## src/rtl/omc_consts.svh

```systemverilog
// Constants for the operating-mode control block
`ifndef OMC_CONSTS_SVH
`define OMC_CONSTS_SVH

// Control register file
`define OMC_NUM_CR          5
`define OMC_CR_SEL_W        3
`define OMC_CR_RST          32'h0000_0000
`define OMC_CR0_PE_BIT      0
`define OMC_CR0_PG_BIT      31
`define OMC_CR4_PAE_BIT     5
`define OMC_CR0_IDX         3'h0
`define OMC_CR4_IDX         3'h4

// Address-space limits in address bits
`define OMC_LIN_BITS_REAL   7'h14
`define OMC_LIN_BITS_LEGACY 7'h20
`define OMC_LIN_BITS_WIDE   7'h40
`define OMC_PHYS_BITS_BASE  7'h20
`define OMC_PHYS_BITS_PAE   7'h24
`define OMC_PHYS_BITS_WIDE  7'h28

// Visible register sets
`define OMC_GPR_CNT_BASE    5'h08
`define OMC_GPR_CNT_WIDE    5'h10
`define OMC_SIMD_CNT_BASE   5'h08
`define OMC_SIMD_CNT_WIDE   5'h10
`define OMC_GPR_W_BASE      7'h20
`define OMC_GPR_W_WIDE      7'h40
`define OMC_SEG_CNT         3'h6

`endif

```

## src/rtl/omc_pkg.sv

```systemverilog
// Types shared by the operating-mode control block
package omc_pkg;

  // Encoded current mode used by decode, register file and address generation
  typedef enum logic [2:0] {
    MODE_REAL,
    MODE_PROT,
    MODE_VLEG,
    MODE_COMPAT,
    MODE_WIDE,
    MODE_MGMT
  } omc_mode_t;

  typedef enum logic [1:0] {
    SZ_16,
    SZ_32,
    SZ_64
  } omc_size_t;

endpackage : omc_pkg

```

## src/rtl/omc_dec_if.sv

```systemverilog
// Carrier between mode control and the width decoder
`timescale 1ns/1ps
interface omc_dec_if;
  import omc_pkg::*;
  omc_mode_t   mode;
  logic        physical_address_extension;
  logic        cs_def32;
  logic        opsz_ovr;
  logic        ext_pfx;
  logic        ext_w;
  omc_size_t   opnd_sz;
  omc_size_t   addr_sz;
  logic        ext_ok;
  logic        vleg_ok;
  logic        task_ok;
  logic [4:0]  gpr_cnt;
  logic [4:0]  simd_cnt;
  logic [6:0]  gpr_w;
  logic [6:0]  lin_bits;
  logic [6:0]  phys_bits;

  modport ctrl (
    output mode, physical_address_extension, cs_def32, opsz_ovr, ext_pfx, ext_w,
    input  opnd_sz, addr_sz, ext_ok, vleg_ok, task_ok, gpr_cnt, simd_cnt, gpr_w,
    input  lin_bits, phys_bits
  );
  modport dec (
    input  mode, physical_address_extension, cs_def32, opsz_ovr, ext_pfx, ext_w,
    output opnd_sz, addr_sz, ext_ok, vleg_ok, task_ok, gpr_cnt, simd_cnt, gpr_w,
    output lin_bits, phys_bits
  );
endinterface : omc_dec_if

```

## src/rtl/omc_mode_ctrl.sv

```systemverilog
// Operating-mode control: mode selection, management-mode entry and exit, width selection
// How it works
// - Any reset clears the control registers so the core starts in real-address mode.
// - Protected, real-address and management modes exist; mode gates usable features.
// - Virtual legacy tasks are a per-task attribute within protected mode.
// - Management mode is entered on the pin or an interrupt-controller message.
// - Entry saves the interrupted context and selects a dedicated address space.
// - Exit restores control registers zero and four as held before the management interrupt.
// - Extended mode splits into compatible and wide sub-modes by code-segment attribute.
// - Compatible sub-mode allows no virtual legacy tasks and no hardware task switching.
// - Compatible sub-mode limits linear space to 4 GByte, sizes 16 or 32 bit.
// - Compatible sub-mode still reaches physical space above 4 GByte by extension.
// - Wide sub-mode shows 16 general and 16 SIMD registers, general ones 64 bit.
// - Wide sub-mode accepts the register-extension prefix for extra registers.
// - Wide sub-mode defaults to 64-bit addresses and 32-bit operands.
// - Extension prefix with operand-size override changes operand size per instruction.
// - Outside wide sub-mode linear space is 4 GBytes (1 MByte in real-address and management modes), physical up to 64 GBytes.
// - Non-wide modes have eight general, six segment, flags and instruction pointer.
// - Five control registers, zero to four, set the mode and task characteristics.
// - Applications may not reach machine-specific registers except reading the time stamp.
`timescale 1ns/1ps
`include "omc_consts.svh"
module omc_mode_ctrl
  import omc_pkg::*;
#(
  parameter int CR_W = 32
) (
  // Clock and reset
  input  wire logic                     REF_CLK_I,
  input  wire logic                     RST_N_I,

  // Control register port
  input  wire logic                     CR_WR_I,
  input  wire logic [`OMC_CR_SEL_W-1:0] CR_SEL_I,
  input  wire logic [CR_W-1:0]          CR_WDATA_I,
  output logic      [CR_W-1:0]          CR_RDATA_O,

  // Extended-mode enable and active code-segment attributes
  input  wire logic                     EXT_EN_I,
  input  wire logic                     CS_LONG_I,
  input  wire logic                     CS_DEF32_I,
  input  wire logic                     TASK_VLEG_I,

  // Management interrupt sources and return
  input  wire logic                     MGMT_INT_PIN_N_I,
  input  wire logic                     AIC_MGMT_MSG_I,
  input  wire logic                     MGMT_RESUME_I,

  // Instruction width request
  input  wire logic                     INSN_VALID_I,
  input  wire logic                     INSN_EXT_PFX_I,
  input  wire logic                     INSN_EXT_W_I,
  input  wire logic                     INSN_OPSZ_OVR_I,

  // Machine-specific register access check
  input  wire logic                     MSR_REQ_I,
  input  wire logic                     MSR_WRITE_I,
  input  wire logic                     MSR_IS_TSC_I,
  input  wire logic                     MSR_USER_I,

  // Mode indication
  output logic      [2:0]               MODE_O,
  output logic                          MGMT_ACTIVE_O,
  output logic                          MGMT_SPACE_O,
  output logic                          CTX_SAVE_O,
  output logic                          CTX_RESTORE_O,
  output logic                          VLEG_EN_O,
  output logic                          HW_TASK_EN_O,

  // Register-set and address-space shape
  output logic      [4:0]               GPR_CNT_O,
  output logic      [4:0]               SIMD_CNT_O,
  output logic      [6:0]               GPR_WIDTH_O,
  output logic      [2:0]               SEG_CNT_O,
  output logic      [6:0]               LIN_BITS_O,
  output logic      [6:0]               PHYS_BITS_O,

  // Instruction width answer
  output logic                          DEC_VALID_O,
  output logic      [1:0]               OPND_SIZE_O,
  output logic      [1:0]               ADDR_SIZE_O,
  output logic                          EXT_REGS_O,

  // Machine-specific register answer
  output logic                          MSR_GRANT_O,
  output logic                          MSR_FAULT_O
);

  if (CR_W < 32) begin : g_cr_w_check
    $error("CR_W must be at least 32");
  end

  if (`OMC_NUM_CR > (1 << `OMC_CR_SEL_W)) begin : g_cr_sel_check
    $error("Control register index too narrow");
  end

  typedef struct packed {
    // Pin synchroniser and edge detector
    logic                                pin_s1;
    logic                                pin_s2;
    logic                                pin_prev;

    // Management state
    logic                                mgmt;
    logic                                pend;

    // Control registers and their shadows
    logic [`OMC_NUM_CR-1:0][CR_W-1:0]    cr;
    logic [CR_W-1:0]                     sh_cr0;
    logic [CR_W-1:0]                     sh_cr4;

    // Registered mode, read data and pulses
    omc_mode_t                           mode;
    logic [CR_W-1:0]                     rdata;
    logic                                save;
    logic                                restore;
    logic                                vleg;
    logic                                task_en;

    // Mode-dependent shape
    logic [4:0]                          gpr_cnt;
    logic [4:0]                          simd_cnt;
    logic [6:0]                          gpr_w;
    logic [6:0]                          lin_bits;
    logic [6:0]                          phys_bits;

    // Width answer
    logic                                dec_valid;
    omc_size_t                           opnd_sz;
    omc_size_t                           addr_sz;
    logic                                ext_regs;

    // Access check answer
    logic                                msr_grant;
    logic                                msr_fault;
  } omc_state_t;

  omc_state_t st_q;
  omc_state_t st_d;

  // One width decoder serves every consumer of the mode
  omc_dec_if dec_if ();

  omc_width_dec u_width_dec (
    .d (dec_if.dec)
  );

  // Single encoded mode from control bits, segment attribute and management flag
  function automatic omc_mode_t mode_of(
    input logic [CR_W-1:0] cr0,
    input logic [CR_W-1:0] cr4,
    input logic            ext_en,
    input logic            cs_long,
    input logic            vleg,
    input logic            mgmt
  );
    if (mgmt) begin
      return MODE_MGMT;
    end

    if (!cr0[`OMC_CR0_PE_BIT]) begin
      return MODE_REAL;
    end

    if (ext_en && cr0[`OMC_CR0_PG_BIT] && cr4[`OMC_CR4_PAE_BIT]) begin
      return cs_long ? MODE_WIDE : MODE_COMPAT;
    end

    return vleg ? MODE_VLEG : MODE_PROT;
  endfunction : mode_of

  // Indices above four are unmapped
  function automatic logic cr_sel_ok(input logic [`OMC_CR_SEL_W-1:0] sel);
    return sel < `OMC_CR_SEL_W'(`OMC_NUM_CR);
  endfunction : cr_sel_ok

  // Applications may only read the time stamp
  function automatic logic msr_denied(input logic user, input logic wr, input logic tsc);
    return user && !(tsc && !wr);
  endfunction : msr_denied

  // Falling edge of the synchronised active-low pin
  function automatic logic fell(input logic prev, input logic cur);
    return prev && !cur;
  endfunction : fell

  // Decoder is fed from registered mode so all consumers see one value
  assign dec_if.mode     = st_q.mode;
  assign dec_if.physical_address_extension      = st_q.cr[`OMC_CR4_IDX][`OMC_CR4_PAE_BIT];
  // Per-instruction qualifiers pass straight through
  assign dec_if.cs_def32 = CS_DEF32_I;
  assign dec_if.opsz_ovr = INSN_OPSZ_OVR_I;
  assign dec_if.ext_pfx  = INSN_EXT_PFX_I;
  assign dec_if.ext_w    = INSN_EXT_W_I;

  always_comb begin
    logic mgmt_evt;
    logic take;
    mgmt_evt = 1'b0;
    take     = 1'b0;
    st_d     = st_q;

    // Pin crosses in through two flops; only the second is examined
    st_d.pin_s1   = MGMT_INT_PIN_N_I;
    st_d.pin_s2   = st_q.pin_s1;
    st_d.pin_prev = st_q.pin_s2;
    mgmt_evt = fell(st_q.pin_prev, st_q.pin_s2) || AIC_MGMT_MSG_I;

    st_d.save    = 1'b0;
    st_d.restore = 1'b0;

    // Control register writes; exit in the same cycle wins, entry in the same cycle only clears the PE and PG bits of register zero
    if (CR_WR_I && cr_sel_ok(CR_SEL_I)) begin
      st_d.cr[CR_SEL_I] = CR_WDATA_I;
    end

    // Entry and exit of management mode
    if (st_q.mgmt) begin
      if (MGMT_RESUME_I) begin
        st_d.mgmt = 1'b0;
        st_d.cr[`OMC_CR0_IDX] = st_q.sh_cr0;
        st_d.cr[`OMC_CR4_IDX] = st_q.sh_cr4;
        st_d.restore = 1'b1;
      end

      // An event during management waits; it beats the exit clear
      if (mgmt_evt) begin
        st_d.pend = 1'b1;
      end
    end else begin
      // A pending event enters as soon as the exit is done
      take = mgmt_evt || st_q.pend;
      if (take) begin
        st_d.mgmt   = 1'b1;
        st_d.pend   = 1'b0;
        st_d.sh_cr0 = st_q.cr[`OMC_CR0_IDX];
        st_d.sh_cr4 = st_q.cr[`OMC_CR4_IDX];
        st_d.cr[`OMC_CR0_IDX][`OMC_CR0_PE_BIT] = 1'b0;
        st_d.cr[`OMC_CR0_IDX][`OMC_CR0_PG_BIT] = 1'b0;
        st_d.save = 1'b1;
      end
    end

    st_d.mode = mode_of(st_q.cr[`OMC_CR0_IDX],
                        st_q.cr[`OMC_CR4_IDX],
                        EXT_EN_I,
                        CS_LONG_I,
                        TASK_VLEG_I,
                        st_q.mgmt);

    // Unmapped indices read as zero
    if (cr_sel_ok(CR_SEL_I)) begin
      st_d.rdata = st_q.cr[CR_SEL_I];
    end else begin
      st_d.rdata = '0;
    end

    // Mode-dependent shape, taken from the decoder on every cycle
    st_d.vleg      = dec_if.vleg_ok && (st_q.mode == MODE_VLEG);
    st_d.task_en   = dec_if.task_ok;
    st_d.gpr_cnt   = dec_if.gpr_cnt;
    st_d.simd_cnt  = dec_if.simd_cnt;
    st_d.gpr_w     = dec_if.gpr_w;
    st_d.lin_bits  = dec_if.lin_bits;
    st_d.phys_bits = dec_if.phys_bits;

    // Per-instruction widths answer one cycle after the request
    st_d.dec_valid = INSN_VALID_I;
    if (INSN_VALID_I) begin
      st_d.opnd_sz  = dec_if.opnd_sz;
      st_d.addr_sz  = dec_if.addr_sz;
      st_d.ext_regs = dec_if.ext_ok;
    end

    // Applications only read the time stamp; everything else faults
    st_d.msr_grant = 1'b0;
    st_d.msr_fault = 1'b0;
    if (MSR_REQ_I) begin
      if (msr_denied(MSR_USER_I, MSR_WRITE_I, MSR_IS_TSC_I)) begin
        st_d.msr_fault = 1'b1;
      end else begin
        st_d.msr_grant = 1'b1;
      end
    end
  end

  always_ff @(posedge REF_CLK_I or negedge RST_N_I) begin
    if (!RST_N_I) begin
      st_q           <= '0;
      // Pin chain idles released so reset gives no false edge
      st_q.pin_s1    <= 1'b1;
      st_q.pin_s2    <= 1'b1;
      st_q.pin_prev  <= 1'b1;
      st_q.cr        <= {`OMC_NUM_CR{CR_W'(`OMC_CR_RST)}};
      st_q.mode      <= MODE_REAL;
      // Shape starts at the real-address values
      st_q.gpr_cnt   <= `OMC_GPR_CNT_BASE;
      st_q.simd_cnt  <= `OMC_SIMD_CNT_BASE;
      st_q.gpr_w     <= `OMC_GPR_W_BASE;
      st_q.lin_bits  <= `OMC_LIN_BITS_REAL;
      st_q.phys_bits <= `OMC_LIN_BITS_REAL;
      st_q.opnd_sz   <= SZ_16;
      st_q.addr_sz   <= SZ_16;
    end else begin
      st_q <= st_d;
    end
  end

  // Registered read data
  assign CR_RDATA_O    = st_q.rdata;

  // Mode and management indication
  assign MODE_O        = st_q.mode;
  assign MGMT_ACTIVE_O = st_q.mgmt;
  assign MGMT_SPACE_O  = st_q.mgmt;
  assign CTX_SAVE_O    = st_q.save;
  assign CTX_RESTORE_O = st_q.restore;
  assign VLEG_EN_O     = st_q.vleg;
  assign HW_TASK_EN_O  = st_q.task_en;

  // Register-set and address-space shape
  assign GPR_CNT_O     = st_q.gpr_cnt;
  assign SIMD_CNT_O    = st_q.simd_cnt;
  assign GPR_WIDTH_O   = st_q.gpr_w;
  // Segment register count is the same in every mode
  assign SEG_CNT_O     = `OMC_SEG_CNT;
  assign LIN_BITS_O    = st_q.lin_bits;
  assign PHYS_BITS_O   = st_q.phys_bits;

  // Instruction width answer
  assign DEC_VALID_O   = st_q.dec_valid;
  assign OPND_SIZE_O   = st_q.opnd_sz;
  assign ADDR_SIZE_O   = st_q.addr_sz;
  assign EXT_REGS_O    = st_q.ext_regs;

  // Access check answer
  assign MSR_GRANT_O   = st_q.msr_grant;
  assign MSR_FAULT_O   = st_q.msr_fault;

endmodule : omc_mode_ctrl

```

## src/rtl/omc_width_dec.sv

```systemverilog
// Width, register-count and address-limit decoder driven by the current mode
`timescale 1ns/1ps
`include "omc_consts.svh"
module omc_width_dec
  import omc_pkg::*;
(
  omc_dec_if.dec d
);

  function automatic omc_size_t flip16(input omc_size_t s, input logic ovr);
    if (!ovr) begin
      return s;
    end
    return (s == SZ_16) ? SZ_32 : SZ_16;
  endfunction : flip16

  always_comb begin
    d.ext_ok    = 1'b0;
    d.vleg_ok   = 1'b0;
    d.task_ok   = 1'b0;
    d.gpr_cnt   = `OMC_GPR_CNT_BASE;
    d.simd_cnt  = `OMC_SIMD_CNT_BASE;
    d.gpr_w     = `OMC_GPR_W_BASE;
    d.lin_bits  = `OMC_LIN_BITS_LEGACY;
    d.phys_bits = d.physical_address_extension ? `OMC_PHYS_BITS_PAE : `OMC_PHYS_BITS_BASE;
    d.addr_sz   = d.cs_def32 ? SZ_32 : SZ_16;
    d.opnd_sz   = flip16(d.cs_def32 ? SZ_32 : SZ_16, d.opsz_ovr);
    case (d.mode)
      MODE_REAL, MODE_MGMT: begin
        d.lin_bits  = `OMC_LIN_BITS_REAL;
        d.phys_bits = `OMC_LIN_BITS_REAL;
        d.addr_sz   = SZ_16;
        d.opnd_sz   = flip16(SZ_16, d.opsz_ovr);
      end
      MODE_PROT, MODE_VLEG: begin
        d.task_ok = 1'b1;
        d.vleg_ok = 1'b1;
      end
      MODE_COMPAT: begin
        // Legacy-compatible: no virtual legacy tasks, no hardware task switching
        d.phys_bits = `OMC_PHYS_BITS_PAE;
        d.lin_bits  = `OMC_LIN_BITS_LEGACY;
      end
      MODE_WIDE: begin
        d.gpr_cnt   = `OMC_GPR_CNT_WIDE;
        d.simd_cnt  = `OMC_SIMD_CNT_WIDE;
        d.gpr_w     = `OMC_GPR_W_WIDE;
        d.lin_bits  = `OMC_LIN_BITS_WIDE;
        d.phys_bits = `OMC_PHYS_BITS_WIDE;
        d.ext_ok    = d.ext_pfx;
        d.addr_sz   = SZ_64;
        if (d.ext_pfx && d.ext_w) begin
          d.opnd_sz = SZ_64;
        end else if (d.opsz_ovr) begin
          d.opnd_sz = SZ_16;
        end else begin
          d.opnd_sz = SZ_32;
        end
      end
      default: begin
        d.addr_sz = SZ_16;
      end
    endcase
  end

endmodule : omc_width_dec
```

## config.mk

```make
export PLATFORM = sky130hd
export DESIGN_NAME = omc_mode_ctrl
export DESIGN_NICKNAME = d
export VERILOG_FILES = /design/src/rtl/omc_pkg.sv /design/src/rtl/omc_dec_if.sv /design/src/rtl/omc_mode_ctrl.sv /design/src/rtl/omc_width_dec.sv
export VERILOG_INCLUDE_DIRS = /design/src /design/src/rtl
export SDC_FILE = /design/constraint.sdc
export NUM_CORES = 1
export LEC_CHECK = 0
export BUFFER_PORTS_ARGS = -buffer_cell sky130_fd_sc_hd__buf_2
export CAP_MARGIN = 20
export CORE_ASPECT_RATIO = 2
export CORE_MARGIN = 3
export CORE_UTILIZATION = 45
export DETAILED_ROUTE_END_ITERATION = 10
export GPL_TIMING_DRIVEN = 0
export PLACE_DENSITY = 0.72
export SLEW_MARGIN = 20
export SYNTH_ARGS = -nofsm -noshare
export SYNTH_HDL_FRONTEND = slang
export SYNTH_HIERARCHICAL = 1
export SYNTH_SLANG_ARGS = --single-unit
```

## constraint.sdc

```tcl
create_clock -name REF_CLK_I -period 2.47 [get_ports REF_CLK_I]
set_clock_uncertainty 0.1 [all_clocks]
set_input_delay 0.3705 -clock REF_CLK_I [delete_from_list [all_inputs] [get_ports REF_CLK_I]]
set_output_delay 0.3705 -clock REF_CLK_I [all_outputs]
set_load 0.05 [all_outputs]
```

==> results of run 1 <==
-- through the flow --
stage / hold WS (ns) / cells
after global routing: 0.009198 / 1600
after detailed placement: 0.1843 / 1535
after floorplan: -0.02509 / 1038
after CTS: 0.001435 / 1600
after global placement: 0.2481 / 1532
final: 0.02070 / 1601
-- layer usage --
metal  wire [um]  track usage, %  vias up
met1       11730           22.19     4325
met5          21               0        -
met4        1438           8.652        4
li1            -               -     3876
met2       16970           36.53      196
met3        1323           2.625       70
-- where the power goes --
part           total, mW  internal (mW)  switching [mW]  leakage (nW)
Clock               4.53           2.63            1.91         0.490
Sequential          7.33           6.49           0.845          3.85
Combinational       3.63           1.71            1.93          3.02
-- synthesized netlist by cell type (all sizes together), types with 2 or more instances --
cell type	count	area (um^2)
nand2b	2	12.51
a21oi	2	10.01
mux2	165	1858
a22oi	23	172.7
o21ai	66	349.1
xnor2	2	17.52
or2	2	12.51
inv	7	26.27
nor2	7	26.28
clkbuf	19	77.58
conb	3	11.26
a2bb2oi	9	78.83
mux2i	106	1061
and2	4	25.02
nand2	69	259.0
nor2b	5	43.79
dfstp	10	262.8
o31ai	2	15.01
o22ai	9	56.30
buf	147	1072
nor4bb	3	30.03
nand3	2	10.01
o2bb2ai	46	402.9
dfrtp	297	7432
nand4	2	18.77
-- path summary, 6_finish.rpt --
kind	from	endpoint	slack (ns)	depth (start not counted)
setup reg to reg	st_q[304]$_DFF_PN1_	st_q[126]$_DFFE_PN0P_	0.36	5
hold reg to reg	st_d[305]$_DFF_PN1_	st_d[304]$_DFF_PN1_	0.26	0
max in group asynchronous	RST_N_I	asynchronous set/reset pin	0.92	4
setup / recovery	st_q[304]$_DFF_PN1_	st_q[126]$_DFFE_PN0P_	0.36	5
min in group asynchronous	RST_N_I	CR_RDATA_O[10]$_DFF_PN0_	0.19	2
hold / removal	CR_WDATA_I[7]	flip-flop	0.02	2
-- area by class of cell --
| class | instances | area (um^2) | area share (%) |
|---|---|---|---|
| flip-flops and latches | 307 | 7695 | 48.60 |
| multi-input cells | 557 | 4642 | 29.32 |
| plain buffers | 166 | 1150 | 7.262 |
| repair buffers | 147 | 883.3 | 5.579 |
| clock buffers | 40 | 857.1 | 5.413 |
| well taps | 364 | 455.4 | 2.876 |
| clock inverters | 11 | 118.9 | 0.7507 |
| inverters | 8 | 30.03 | 0.1896 |
| diodes | 1 | 2.502 | 0.01580 |
-- cell families after synthesis --
group / share of synthesized area, %
flip-flops: 57.20
AND/OR/NAND/NOR: 3.748
AO/OA/AOI/OAI: 8.371
multiplexers: 21.70
other: 0.08370
XOR/XNOR: 0.1302
buffers and inverters: 8.770
-- critical path, cell delays in order (launching register included) --
cell and delay (ns):
dfstp_2 0.52, nand2b_1 0.06, a21oi_1 0.32, buf_2 0.35, buf_4 0.28, mux2_2 0.36
-- repair_timing --
| item | 4_1_cts | 5_1_grt |
|---|---|---|
| endpoints found under the hold margin | 58 | 0 |
| hold buffers | 14 | 0 |
| buffers inserted | 0 | 0 |
==> key figures, run 1 <==
Run status
  • Outcome: complete, no violations

Yosys
  • Synth Instances: 1,021
  • Synth Register Bits: 307
  • Syn Area/Cell: 13.18 um^2
  • YS warnings: 6
  • Library cells used by synthesis: 49
  • Post-synth EDFFs: 0
  • Async S/R FF share, synth: 100.0%
  • Ys flop type: dfrtp_1
  • Register area share after synthesis: 57.20%
  • Post-Syn Area: 13,450 um^2

GRT
  • Vias in the first global route: 9,031
  • Total Routing Usage GR: 19.77%
  • Largest net degree at the start of global routing: 102
  • Initial antenna violation count: 2
  • First-pass GRT wire length: 49.86 mm
  • Grt ovf: 0

Drt
  • Post-DR vias/cell: 5.291
  • Post-route ant nets: 0
  • # DRC: 0
  • DRT iter0 DRCs: 334
  • First-pass DRT Iterations: 5
  • Vias: 8,471
  • Drt total wl: 31.48 mm
  • Routed WL per cell: 19.67 um

Timing
  • Fmax: 474.4 MHz
  • Final setup violation count: 0
  • Final WS setup: 0.3623 ns
  • Final period utilization: 85.33%
  • Slew @ Worst Pin: 0.8485 ns
  • Final Max Slew Viols: 0
  • RSZ-0062 raised after global routing: no
  • Hold Fails Final Rpt: 0
  • Post-route setup TNS: 0 ns
  • Relative slew slack: 43.43%
  • Min cycle time layout: 2.108 ns

Die
  • # rows: 89
  • Die Ht: 250.5 um
  • Die ar.: 32,130 um^2
  • Chip width: 128.3 um
  • Io pins: 136
  • Core ar.: 29,510 um^2
  • Initial Util: 45.59%

Clock tree
  • CTS tree: yes
  • Clk pin slew, worst setup/hold paths: 0.07 ns
  • Root Buffer Master: clkbuf_16
  • Post-cts sizing count: 0
  • H-tree depth: 1
  • Cts bufs inserted: 28
  • Clock Latency Late Sink: 0.55 ns
  • CTS max path bufs: 3
  • Sink Count: 307

Final layout
  • Commonest non-fill, non-tap cell in the layout: dfrtp_1
  • Fraction of layout cells with a size suffix above 1: 41.02%
  • Fin util: 53.66%
  • Post-route design area: 15,830 um^2
  • Number of fillers in the final layout: 2,508
  • Layout area overhead: 17.70%
  • Final nets: 1,268
  • Most frequent cells in the layout: 297 x dfrtp_1, 154 x mux2_2, 146 x buf_2

Pwr
  • Worst VDD drop: 0.0006736 V
  • Power consumption: 15.50 mW
  • Lkg Pwr: 7.361 nW
  • PwrDens: 978.8 nW/um^2

Setup path
  • Crit Path Max Fanout: 10
  • Kind of critical path: flip-flop to flip-flop
  • CP startpoint kind: flip-flop
  • Crit end category: flip-flop
  • Req. time, crit path: 2.80 ns
  • Crit path arrival time: 2.44 ns

Run
  • Max-cap violation count: 0

Hold path
  • Worst Hold Class: primary input to flip-flop

Placement
  • Placed instance area: 14,720 um^2
  • Port buffer count: 130
  • RD Place Congestion: 0.8120
  • DP HPWL: 21.95 mm
  • Pre-CTS setup slack: 0.3078 ns
Power figures use the tool's default switching activity.
==> run 2, diff against run 1 <==
==> constraint.sdc (replaced) <==
create_clock -name REF_CLK_I -period 2.1 [get_ports REF_CLK_I]
set_clock_uncertainty 0.1 [all_clocks]
set_input_delay 0.315 -clock REF_CLK_I [delete_from_list [all_inputs] [get_ports REF_CLK_I]]
set_output_delay 0.315 -clock REF_CLK_I [all_outputs]
set_load 0.05 [all_outputs]
==> run 2 against run 1 <==
Effect of this change: maximum frequency grew 9.3%; critical endpoint is now st_q[128]$_DFFE_PN0P_; final cell count grew 1.7%; utilization grew 0.94 points.
==> key figures, run 2 (same netlist as run 1, synthesis figures left out) <==
Run status
  • Outcome: complete, no violations

Run
  • Max-cap violation count: 0 (unchanged)

Final layout
  • Register area: 7695 um^2 (unchanged)
  • Commonest non-fill, non-tap cell in the layout: dfrtp_1
  • Fraction of layout cells with a size suffix above 1: 40.22% (-0.80 points)
  • Multi-input gate area: 4646 um^2 (about the same)
  • Final nets: 1,295 (+2.1%)
  • Number of fillers in the final layout: 2,481 (-1.1%)
  • Most frequent cells in the layout: 297 x dfrtp_1, 154 x mux2_2, 145 x buf_2
  • Fin cells: 1,628 (+1.7%)
  • Layout area overhead: 19.75%

Die
  • Core ar.: 29,510 um^2 (unchanged)
  • Chip width: 128.3 um (unchanged)
  • Die Ht: 250.5 um (unchanged)
  • Initial Util: 45.59% (unchanged)
  • Io pins: 136 (unchanged)
  • Die ar.: 32,130 um^2 (unchanged)
  • # rows: 89 (unchanged)

Hold path
  • Worst Hold Class: primary input to flip-flop

Setup path
  • Crit path max-delay family: flip-flops
  • Worst path slowest cell: dfstp_2
  • Kind of critical path: flip-flop to flip-flop
  • Req. time, crit path: 2.43 ns (-0.37 ns)
  • Crit. Startpoint: st_q[304]$_DFF_PN1_
  • Cell Chain, Critical Path: nand2b_1 > a21oi_2 > buf_4 > buf_4 > mux2_2
  • Crit end category: flip-flop
  • Worst path depth: 5 (unchanged)
  • Crit Path Max Fanout: 10 (unchanged)
  • FF-to-FF End: st_q[128]$_DFFE_PN0P_
  • CP startpoint kind: flip-flop
  • Crit path arrival time: 2.26 ns (-0.18 ns)
  • R2R setup slack: 0.17 ns (-0.19 ns)
  • Reg2reg start: st_q[304]$_DFF_PN1_
  • Worst-case reg-to-reg path depth: 5 (unchanged)
  • Most frequent CP cell: buf_4
  • Worst Path Buf+Inv: 2 (unchanged)
  • Slowest Stage Delay on Critical Path: 0.52 ns (about the same)
  • CP Capture Point: st_q[128]$_DFFE_PN0P_

Timing
  • Final setup violation count: 0 (unchanged)
  • Fmax: 518.7 MHz (+9.3%)
  • Min cycle time layout: 1.928 ns (-0.1800 ns)
  • Final period utilization: 91.80% (+6.5 points)
  • Hold Fails Final Rpt: 0 (unchanged)
  • Relative slew slack: 43.29% (-0.14 points)
  • Final Max Slew Viols: 0 (unchanged)
  • RSZ-0062 raised after global routing: no
  • Slew @ Worst Pin: 0.8507 ns (+0.002128 ns)

Placement
  • DP HPWL: 21.95 mm (unchanged)
  • Port buffer count: 130 (unchanged)
  • Post-Place Cells: 1,535 (unchanged)
  • RD Place Congestion: 0.8120 (unchanged)

Clock tree
  • H-tree depth: 1 (unchanged)
  • Cts bufs inserted: 28 (unchanged)
  • Clock Latency Late Sink: 0.55 ns (about the same)
  • CTS max path bufs: 3 (unchanged)
  • Post-CTS setup repair buffer count: 0 (unchanged)
  • Sink Count: 307 (unchanged)
  • CTS tree: yes
  • Root Buffer Master: clkbuf_16
  • Clk pin slew, worst setup/hold paths: 0.06 ns (about the same)

GRT
  • Vias in the first global route: 9,136 (+1.2%)
  • Largest net degree at the start of global routing: 102 (unchanged)
  • Grt ovf: 0 (unchanged)
  • Total Routing Usage GR: 19.95% (+0.18 points)
  • Initial antenna violation count: 1 (-1)
  • First-pass GRT wire length: 50.38 mm (+1.1%)

Drt
  • DRT iter0 DRCs: 366 (+9.6%)
  • Post-DR vias/cell: 5.289 (about the same)
  • Post-route ant nets: 0 (unchanged)
  • Drt total wl: 31.77 mm (+0.90%)
  • Vias: 8,610 (+1.6%)
  • First-pass DRT Iterations: 4 (-1)
  • Routed WL per cell: 19.51 um (-0.77%)
  • # DRC: 0 (unchanged)

Pwr
  • Lkg Pwr: 7.475 nW (+1.5%)
  • PwrDens: 1135 nW/um^2 (+16%)
  • Power consumption: 18.28 mW (+18%)
  • Worst VDD drop: 0.0007928 V (+18%)
-- run 2: worst min-delay path by stage --
stage | from | depth (start not counted) | to
6_report | CR_WDATA_I[20] | 2 | flip-flop
3_5_place_dp | RST_N_I | 1 | CR_RDATA_O[10]$_DFF_PN0_
2_1_floorplan | RST_N_I | 0 | ADDR_SIZE_O[0]$_DFFE_PN0P_
4_1_cts | MSR_WRITE_I | 3 | MSR_GRANT_O$_DFF_PN0_
5_1_grt | CR_WDATA_I[20] | 2 | flip-flop
3_3_place_gp | st_d[305]$_DFF_PN1_ | 0 | st_d[304]$_DFF_PN1_
-- run 2: report_power, final --
part / switching, mW / internal [mW]
combinational: 2.28 / 2.04
sequential: 0.993 / 7.63
clock: 2.24 / 3.09
-- run 2: area by class of cell --
cell class              count  share of cell area (%)
flip-flops and latches    307                   47.76
multi-input cells         557                   28.84
repair buffers            174                   7.161
plain buffers             166                   7.153
clock buffers              40                   5.320
well taps                 364                   2.827
clock inverters            11                  0.7378
inverters                   8                  0.1864
diodes                      1                 0.01553
-- run 2: what timing repair did --
item | in CTS | in global routing
pin swaps | 0 | 0
resized for setup | 1 | 1
endpoints found under the hold margin | 243 | 0
hold buffers | 41 | 0
setup endpoints to repair | 4 | 1
-- run 2: per-layer routing --
layer  GRT usage [%]  vias up  wire length, um
met2           37.02      204            17260
li1                -     3921                -
met5               0        -               13
met4           8.622        2             1432
met1           22.48     4414            11870
met3           2.369       69             1199
-- run 2: per-stage QoR --
step           setup WS (ns)  utilization [%]  hold WS [ns]  setup TNS, ns  cell area [um^2]
2_1_floorplan         0.2706                -      -0.08059              0             13520
3_3_place_gp          -5.022            49.55        0.2481       -1508.64             14620
3_5_place_dp       -0.006675            49.87        0.1288      -0.006675             14720
4_1_cts              0.07712            54.57      0.006399              0             16100
5_1_grt              0.01579            54.59       0.01852              0             16110
6_report              0.1723            54.59       0.01908              0             16110
